==> src/sba_pkg.sv <==
// Overview of operation
// Strap low: internal arbiter, requests/grants [7:0] port 1, [6:0] port 2.
// Two-level rotation per port; low group is one slot in the high ring.
// Register 40h holds one priority bit per master; 1 high, 0 low.
// All masters in one group gives plain rotating priority.
// Reset puts external masters low and the bridge high.
// Priorities re-evaluated at each frame start; highest asserted request granted.
// Higher-priority request moves the grant on the next clock.
// Master that started the last transaction drops to lowest in its group.
// Grant withdrawn after 16 idle granted cycles; held off until request drops.
// Idle bus: one dead clock between grants; busy bus may switch directly.
// Bit 31 of 4Ch disables preemption; zero (enabled) after reset.
// Time-to-preempt is 8, 16, 32, 64 or 128 clocks, 32 after reset.
// Busy owner loses grant once a waiter has waited time-to-preempt.
// Strap high: grant pin 0 is bridge request, request pin 0 its grant.
// External mode: bridge starts one cycle after its grant seen low.
// External mode: unused grants [7:1] and [6:1] driven high.
// Parking drives address and command lines first, parity one cycle later.
// Primary parked only with grant, no request, idle bus; float after grant.
// Parked primary may start next clock if primary grant still asserted.
// Internal arbiter leaves grant with last master until a new request.
// After reset each secondary bus is parked at the bridge.
// External mode parks only with grant in, no own request, idle bus.
// Each port has its own arbiter state, sharing the programming registers.
package sba_pkg;
  localparam logic [7:0] PRIO_OFFSET = 8'h40;
  localparam logic [7:0] PREEMPT_OFFSET = 8'h4C;
  localparam int PREEMPT_OFF_BIT = 31;
  localparam int TSEL_MSB = 30;
  localparam int TSEL_LSB = 28;
  localparam logic [3:0] BRIDGE_IDX = 4'h8;
  localparam logic [3:0] LOW_SLOT = 4'h9;
  localparam logic [8:0] PRIO_RESET = 9'h100;
  localparam logic PREEMPT_OFF_RESET = 1'b0;
  localparam logic [2:0] TSEL_RESET = 3'h2;
  localparam logic [2:0] TSEL_MAX = 3'h4;
  localparam logic [7:0] PREEMPT_BASE = 8'h08;
  localparam logic [4:0] IDLE_LIMIT = 5'h10;

  typedef struct packed {
    logic gnt_on;
    logic [3:0] gnt_idx;
    logic gap;
    logic [3:0] hi_ptr;
    logic [3:0] lo_ptr;
    logic [4:0] idle_cnt;
    logic [7:0] wait_cnt;
    logic [8:0] lockout;
    logic frame_q;
    logic [7:0] gnt_n;
    logic go;
    logic park_ad;
    logic park_par;
  } sba_port_t;

  typedef struct packed {
    sba_port_t [1:0] port;
    logic [8:0] prio;
    logic pre_off;
    logic [2:0] tsel;
    logic strap_meta;
    logic strap;
    logic rvalid;
    logic [31:0] rdata;
    logic up_park;
    logic up_par;
    logic up_go;
  } sba_state_t;
endpackage

==> src/sba_pick.sv <==
`timescale 1ns/1ps
module sba_pick
(
  input wire logic [8:0] req,
  input wire logic [8:0] prio,
  input wire logic [3:0] hi_ptr,
  input wire logic [3:0] lo_ptr,
  output logic win_valid,
  output logic [3:0] win_idx
);
  import sba_pkg::*;

  logic [8:0] lo_req;
  logic lo_found;
  logic [3:0] lo_win;
  logic [4:0] pos;

  // Low ring of 9, then high ring of 10 with slot 9 standing for the low group
  always_comb
  begin
    lo_req = req & ~prio;
    lo_found = 1'b0;
    lo_win = 4'h0;
    win_valid = 1'b0;
    win_idx = BRIDGE_IDX;
    pos = 5'h00;
    for (int n = 0; n < 9; n++)
    begin
      pos = {1'b0, lo_ptr} + 5'(n);
      if (pos >= 5'h09)
        pos = pos - 5'h09;
      if (!lo_found && lo_req[pos[3:0]])
      begin
        lo_found = 1'b1;
        lo_win = pos[3:0];
      end
    end
    // Empty group drops out, leaving one plain rotation
    for (int n = 0; n < 10; n++)
    begin
      pos = {1'b0, hi_ptr} + 5'(n);
      if (pos >= 5'h0A)
        pos = pos - 5'h0A;
      if (!win_valid)
      begin
        if (pos[3:0] == LOW_SLOT)
        begin
          if (lo_found)
          begin
            win_valid = 1'b1;
            win_idx = lo_win;
          end
        end
        else if (req[pos[3:0]] && prio[pos[3:0]])
        begin
          win_valid = 1'b1;
          win_idx = pos[3:0];
        end
      end
    end
  end
endmodule

==> src/sba_top.sv <==
`timescale 1ns/1ps
module sba_top
(
  input wire logic clock,
  input wire logic reset_n,
  input wire logic central_function_strap_n,
  input wire logic [7:0] port1_master_request_n,
  input wire logic [6:0] port2_master_request_n,
  output logic [7:0] port1_master_grant_n,
  output logic [6:0] port2_master_grant_n,
  input wire logic port1_frame_n,
  input wire logic port2_frame_n,
  input wire logic port1_initiator_ready_n,
  input wire logic port2_initiator_ready_n,
  input wire logic port1_bridge_request,
  input wire logic port2_bridge_request,
  output logic port1_bridge_go,
  output logic port2_bridge_go,
  output logic port1_park_ad_oe,
  output logic port1_park_par_oe,
  output logic port2_park_ad_oe,
  output logic port2_park_par_oe,
  input wire logic upstream_grant_n,
  input wire logic upstream_request_n,
  input wire logic upstream_frame_n,
  input wire logic upstream_initiator_ready_n,
  output logic upstream_ad_oe,
  output logic upstream_cmd_byte_en_oe,
  output logic upstream_parity_oe,
  output logic upstream_start_ok,
  input wire logic cfg_write,
  input wire logic cfg_read,
  input wire logic [7:0] cfg_addr,
  input wire logic [3:0] cfg_byte_en,
  input wire logic [31:0] cfg_wdata,
  output logic cfg_rvalid,
  output logic [31:0] cfg_rdata
);
  import sba_pkg::*;

  sba_state_t s_ff;
  sba_state_t nxt_s;
  logic [1:0][8:0] req_raw;
  logic [1:0][8:0] req_elig;
  logic [1:0] frame_n;
  logic [1:0] busy;
  logic [1:0] breq;
  logic [1:0] ext_gnt_n;
  logic [1:0] win_v;
  logic [1:0][3:0] win_i;
  logic [2:0] tsel_eff;
  logic [7:0] lim;

  // Bus pins are synchronous to this clock, so they are used unsynchronised
  assign req_raw[0] = {port1_bridge_request, ~port1_master_request_n};
  assign req_raw[1] = {port2_bridge_request, 1'b0, ~port2_master_request_n};
  assign frame_n = {port2_frame_n, port1_frame_n};
  assign busy = ~frame_n | ~{port2_initiator_ready_n, port1_initiator_ready_n};
  assign breq = {port2_bridge_request, port1_bridge_request};
  assign ext_gnt_n = {port2_master_request_n[0], port1_master_request_n[0]};

  // Out-of-range selects fall back to the longest time
  assign tsel_eff = (s_ff.tsel > TSEL_MAX) ? TSEL_MAX : s_ff.tsel;
  assign lim = PREEMPT_BASE << tsel_eff;

  // One picker per port; rotation state stays per port
  for (genvar p = 0; p < 2; p++)
  begin : g_port
    assign req_elig[p] = req_raw[p] & ~s_ff.port[p].lockout;
    sba_pick u_pick
    (
      .req(req_elig[p]),
      .prio(s_ff.prio),
      .hi_ptr(s_ff.port[p].hi_ptr),
      .lo_ptr(s_ff.port[p].lo_ptr),
      .win_valid(win_v[p]),
      .win_idx(win_i[p])
    );
  end

  // Next-state logic for registers, both ports and primary parking
  always_comb
  begin
    logic bsy;
    logic fstart;
    logic want;
    logic [3:0] own;
    logic [8:0] gn;
    bsy = 1'b0;
    fstart = 1'b0;
    want = 1'b0;
    own = 4'h0;
    gn = 9'h1FF;
    nxt_s = s_ff;
    nxt_s.strap_meta = central_function_strap_n;
    nxt_s.strap = s_ff.strap_meta;
    // Configuration writes honour byte enables
    if (cfg_write && cfg_addr == PRIO_OFFSET)
    begin
      if (cfg_byte_en[0])
        nxt_s.prio[7:0] = cfg_wdata[7:0];
      if (cfg_byte_en[1])
        nxt_s.prio[8] = cfg_wdata[8];
    end
    if (cfg_write && cfg_addr == PREEMPT_OFFSET && cfg_byte_en[3])
    begin
      nxt_s.pre_off = cfg_wdata[PREEMPT_OFF_BIT];
      nxt_s.tsel = cfg_wdata[TSEL_MSB:TSEL_LSB];
    end
    nxt_s.rvalid = cfg_read;
    nxt_s.rdata = 32'h0000_0000;
    if (cfg_read)
    begin
      case (cfg_addr)
        PRIO_OFFSET: nxt_s.rdata = {23'h000000, s_ff.prio};
        PREEMPT_OFFSET: nxt_s.rdata = {s_ff.pre_off, s_ff.tsel, 15'h0000,
          s_ff.port[1].gnt_on, s_ff.port[1].gnt_idx, 3'h0,
          s_ff.port[0].gnt_on, s_ff.port[0].gnt_idx};
        default: nxt_s.rdata = 32'h0000_0000;
      endcase
    end
    // Both ports share the registers but keep separate state
    for (int p = 0; p < 2; p++)
    begin
      bsy = busy[p];
      fstart = s_ff.port[p].frame_q & ~frame_n[p];
      want = win_v[p] && (!s_ff.port[p].gnt_on || win_i[p] != s_ff.port[p].gnt_idx);
      nxt_s.port[p].frame_q = frame_n[p];
      // Hold-off ends once the request is seen released
      nxt_s.port[p].lockout = s_ff.port[p].lockout & req_raw[p];
      if (s_ff.strap)
      begin
        // Internal arbiter idle; pin 0 pair talks to the outside arbiter
        nxt_s.port[p].gnt_on = 1'b0;
        nxt_s.port[p].gnt_idx = BRIDGE_IDX;
        nxt_s.port[p].gap = 1'b0;
        nxt_s.port[p].idle_cnt = 5'h00;
        nxt_s.port[p].wait_cnt = 8'h00;
        nxt_s.port[p].go = breq[p] & ~s_ff.port[p].gnt_n[0] & ~ext_gnt_n[p];
        nxt_s.port[p].park_ad = ~ext_gnt_n[p] & ~breq[p] & ~bsy;
        gn = {8'hFF, ~breq[p]};
      end
      else
      begin
        // Starter of the transaction goes to the back of its group
        if (fstart && s_ff.port[p].gnt_on)
        begin
          own = s_ff.port[p].gnt_idx;
          if (s_ff.prio[own])
            nxt_s.port[p].hi_ptr = own + 4'h1;
          else
          begin
            nxt_s.port[p].lo_ptr = (own == BRIDGE_IDX) ? 4'h0 : own + 4'h1;
            nxt_s.port[p].hi_ptr = 4'h0;
          end
        end
        // Count idle cycles while a requester holds the grant unused
        if (s_ff.port[p].gnt_on && req_raw[p][s_ff.port[p].gnt_idx] && !bsy)
          nxt_s.port[p].idle_cnt = s_ff.port[p].idle_cnt + 5'h01;
        else
          nxt_s.port[p].idle_cnt = 5'h00;
        if (nxt_s.port[p].idle_cnt == IDLE_LIMIT)
        begin
          nxt_s.port[p].gnt_on = 1'b0;
          nxt_s.port[p].gap = 1'b1;
          nxt_s.port[p].idle_cnt = 5'h00;
          nxt_s.port[p].lockout[s_ff.port[p].gnt_idx] = 1'b1;
        end
        else if (s_ff.port[p].gap)
        begin
          // Dead clock over; with no requester the bus parks at the bridge
          nxt_s.port[p].gap = 1'b0;
          nxt_s.port[p].gnt_on = 1'b1;
          nxt_s.port[p].gnt_idx = win_v[p] ? win_i[p] : BRIDGE_IDX;
        end
        else if (want && bsy && s_ff.port[p].gnt_on)
        begin
          // Busy bus: switch only after the waiter's time-to-preempt
          if (!s_ff.pre_off && s_ff.port[p].wait_cnt >= lim - 8'h01)
          begin
            nxt_s.port[p].gnt_idx = win_i[p];
            nxt_s.port[p].wait_cnt = 8'h00;
          end
          else if (s_ff.port[p].wait_cnt != 8'hFF)
            nxt_s.port[p].wait_cnt = s_ff.port[p].wait_cnt + 8'h01;
        end
        else if (want && s_ff.port[p].gnt_on)
        begin
          nxt_s.port[p].gnt_on = 1'b0;
          nxt_s.port[p].gap = 1'b1;
          nxt_s.port[p].wait_cnt = 8'h00;
        end
        else if (want)
        begin
          nxt_s.port[p].gnt_on = 1'b1;
          nxt_s.port[p].gnt_idx = win_i[p];
        end
        else
          nxt_s.port[p].wait_cnt = 8'h00;
        nxt_s.port[p].go = s_ff.port[p].gnt_on && s_ff.port[p].gnt_idx == BRIDGE_IDX
          && breq[p];
        nxt_s.port[p].park_ad = s_ff.port[p].gnt_on && !breq[p] && !bsy
          && s_ff.port[p].gnt_idx == BRIDGE_IDX;
        for (int i = 0; i < 9; i++)
          gn[i] = !(nxt_s.port[p].gnt_on && nxt_s.port[p].gnt_idx == 4'(i));
      end
      nxt_s.port[p].gnt_n = gn[7:0];
      nxt_s.port[p].park_par = nxt_s.port[p].park_ad & s_ff.port[p].park_ad;
    end
    // Primary parking follows the sampled primary grant
    nxt_s.up_park = ~upstream_grant_n & upstream_request_n & upstream_frame_n
      & upstream_initiator_ready_n;
    nxt_s.up_par = nxt_s.up_park & s_ff.up_park;
    nxt_s.up_go = s_ff.up_park & ~upstream_grant_n;
  end

  // State register; bridge owns both secondary buses out of reset
  always_ff @(posedge clock)
  begin
    if (!reset_n)
    begin
      s_ff <= '0;
      s_ff.prio <= PRIO_RESET;
      s_ff.pre_off <= PREEMPT_OFF_RESET;
      s_ff.tsel <= TSEL_RESET;
      for (int p = 0; p < 2; p++)
      begin
        s_ff.port[p].gnt_on <= 1'b1;
        s_ff.port[p].gnt_idx <= BRIDGE_IDX;
        s_ff.port[p].gnt_n <= 8'hFF;
        s_ff.port[p].frame_q <= 1'b1;
      end
    end
    else
      s_ff <= nxt_s;
  end

  // Outputs straight from the state register
  assign port1_master_grant_n = s_ff.port[0].gnt_n;
  assign port2_master_grant_n = s_ff.port[1].gnt_n[6:0];
  assign port1_bridge_go = s_ff.port[0].go;
  assign port2_bridge_go = s_ff.port[1].go;
  assign port1_park_ad_oe = s_ff.port[0].park_ad;
  assign port1_park_par_oe = s_ff.port[0].park_par;
  assign port2_park_ad_oe = s_ff.port[1].park_ad;
  assign port2_park_par_oe = s_ff.port[1].park_par;
  assign upstream_ad_oe = s_ff.up_park;
  assign upstream_cmd_byte_en_oe = s_ff.up_park;
  assign upstream_parity_oe = s_ff.up_par;
  assign upstream_start_ok = s_ff.up_go;
  assign cfg_rvalid = s_ff.rvalid;
  assign cfg_rdata = s_ff.rdata;
endmodule

==> config.mk <==
export PLATFORM = sky130hd
export DESIGN_NAME = sba_top
export DESIGN_NICKNAME = d
export VERILOG_FILES = /design/src/sba_pkg.sv /design/src/sba_pick.sv /design/src/sba_top.sv
export SDC_FILE = /design/constraint.sdc
export NUM_CORES = 1
export LEC_CHECK = 0
export BUFFER_PORTS_ARGS = -buffer_cell sky130_fd_sc_hd__buf_4
export CORE_MARGIN = 5
export CORE_UTILIZATION = 45
export DETAILED_ROUTE_END_ITERATION = 10
export GPL_ROUTABILITY_DRIVEN = 0
export HOLD_SLACK_MARGIN = 0.02
export PLACE_DENSITY = 0.66
export SYNTH_ARGS = -nofsm -noshare
export SYNTH_HDL_FRONTEND = slang
export SYNTH_SLANG_ARGS = --single-unit
export TNS_END_PERCENT = 30
==> constraint.sdc <==
create_clock -name clock -period 22.2 [get_ports clock]
set_input_delay 4.44 -clock clock [delete_from_list [all_inputs] [get_ports clock]]
set_output_delay 4.44 -clock clock [all_outputs]
set_load 0.02 [all_outputs]
==> results.tsv <==
metric	value	unit
Crit Path Class	in2reg	
GRT overflow	0	
Synth area leader	dfxtp_1	
DR vias/cell	6.82	
placed inst area	21400	um2
met3 wire len	8160	um
clock sink count	130	
wire per inst	21.5	um
I/O pins	132	
H-tree depth	4	
# fillers	4490	
final setup fails	0	
DIE WIDTH	224	um
vias in the first global route	21700	
core area	45400	um2
post-layout min period	11.51	ns
CTS buffer count	17	
Pre-Repair DR Iteration Count	8	
PortBufs	96	
CTS tree	built	
RSZ-0062 raised after global routing	no	
die area	50300	um2
n_diodes	0	
share of the synthesized area in the top cell type	12.6	%
commonest cells after routing, fill and taps aside	nor2_1, nand2_1, a21oi_1	
met1 WL	31000	um
post-CTS sizing	0	
GRT Util Overall	27.8	%
Setup Total Neg Slack	0	ns
register area share after synthesis	12.6	%
Synth cell types	112	
Mapped Area	20600	um2
crit path launch	port1_master_request_n[5]	
first-pass GRT wire length	117000	um
Area Overhead vs Synth	6.81	%
site row count	78	
Vias	23600	
Hold Crit Class	reg2reg	
synth warn	0	
commonest non-fill, non-tap cell in the layout	nor2_1	
Fin. Hold Viols	0	
Syn Inst Count	2900	
CP max FO	16	
commonest register cell after synthesis	dfxtp_1	
top sig layer	met4	
hold_buf cts	0	
Worst Skew	0.00840	ns
Starting Density	45.5	%
worst slew pin tran	1.43	ns
pin count of the biggest net entering global routing	65	
type of origin of the critical path	input pin	
deepest clock path buffer count	2	
Hold Crit Start	nxt_s[36]	
Worst VDD drop	0.0643	mV
Setup Fix Bufs, Post-CTS	0	
nets	3041	
hold_ws	0.432	ns
asr flop ratio synth	0	%
dpl hpwl	55900	um
Max-Cap Viols	0	
post-layout util	48.6	%
Overall Power	1.97	mW
drt drc	0	
met2 routed WL	32000	um
pwr dens	89.5	nW/um2
initial antenna violation count	0	
Final Cell Area	22100	um2
most used cell, CP	or3_1	
leakage	8.13	nW
pre-CTS setup slack	10.59	ns
Post-synth EDFFs	0	
Seq cells post-synth	130	
period utilization	51.8	%
smallest setup slack after layout	10.69	ns
FMAX	86.9	MHz
CTS root buffer	clkbuf_16	
Setup crit end kind	register	
slowest cell on the critical path	nor3_1	
fin cells	3468	
Crit path required time	22.50	ns
Slew Limit Headroom	3.82	%
iteration-0 DRC count of the detailed router	3128	
CP arrival	11.81	ns
ANT nets after route	0	
Worst-Skew Late Latency	0.42	ns
status	complete, no violations	
placed instance count	3436	
syn_area_per_cell	7.12	um2
Routed WL	74600	um
slowest stage delay, CP	0.78	ns
Max Transition Viols Final	0	
Reg-to-Reg Start	s_ff[137]	
die height	224	um
ratio of cells with drive above 1 in the final layout	9.83	%
largest cells by area after synthesis	dfxtp_1, ha_1, a21oi_1	
clock slew at reported path FFs	0.06	ns
## worst max-delay path: cells and delay by family
family                   cells  cell delay (ns)
AND/OR/NAND/NOR             13             4.30
AO/OA/AOI/OAI                8             2.42
buffers and inverters        2             0.30
adder cells (fa/ha/maj)      1             0.23
XOR/XNOR                     1             0.09
## kinds of logic after synthesis
| kind of cell | synth area share (%) |
|---|---|
| fa+ha+maj | 6.86 |
| simple gates | 30.3 |
| compound gates | 32.5 |
| mux | 7.12 |
| flops | 12.6 |
| other cells | 0.0364 |
| buf+inv | 6.61 |
| xor+xnor | 3.98 |
## final timing paths
check | to | slack [ns] | depth (start not counted)
hold reg to reg | s_ff[36] | 0.43 | 1
setup / recovery | port1_master_grant_n[3] | 10.69 | 25
setup reg to reg | port2_master_grant_n[4] | 12.12 | 28
hold / removal | s_ff[36] | 0.43 | 1
## flip-flops by register name, summed over array words and instances (netlist names), 7 cells and up
name	count
s_ff	87
cfg_rdata	17
port1_master_grant_n	8
port2_master_grant_n	7
## layer usage
metal  vias to the layer above  GRT usage (%)
met5                         -              0
met1                     11100           37.5
li1                      10900              -
met3                       273           6.04
met2                      1437           43.2
met4                         0           11.4
## cell type report
| cell class | instances | area [um2] | area share [%] |
|---|---|---|---|
| well taps | 600 | 751 | 3.40 |
| clock buffers | 20 | 457 | 2.07 |
| flip-flops and latches | 130 | 2610 | 11.8 |
| clock inverters | 12 | 181 | 0.823 |
| multi-input cells | 2490 | 16800 | 76.0 |
| repair buffers | 131 | 983 | 4.46 |
| inverters | 85 | 319 | 1.45 |
## report_power, final
part | internal (mW) | leakage (nW) | switching (mW)
registers | 0.249 | 1.05 | 0.0244
logic | 0.493 | 6.78 | 0.907
clock network | 0.194 | 0.298 | 0.106
## cell usage after synthesis (56+ instances only)
| master | n |
|---|---|
| nor3_1 | 134 |
| xnor2_1 | 76 |
| nor2b_1 | 98 |
| nor2_1 | 230 |
| o21ai_0 | 150 |
| mux2i_1 | 85 |
| nand2_1 | 228 |
| o211ai_1 | 56 |
| nand2b_1 | 57 |
| dfxtp_1 | 130 |
| nand3_1 | 97 |
| inv_1 | 72 |
| a21oi_1 | 210 |
| clkbuf_1 | 104 |
| ha_1 | 110 |
No activity file was read; power rests on OpenSTA's default activity.
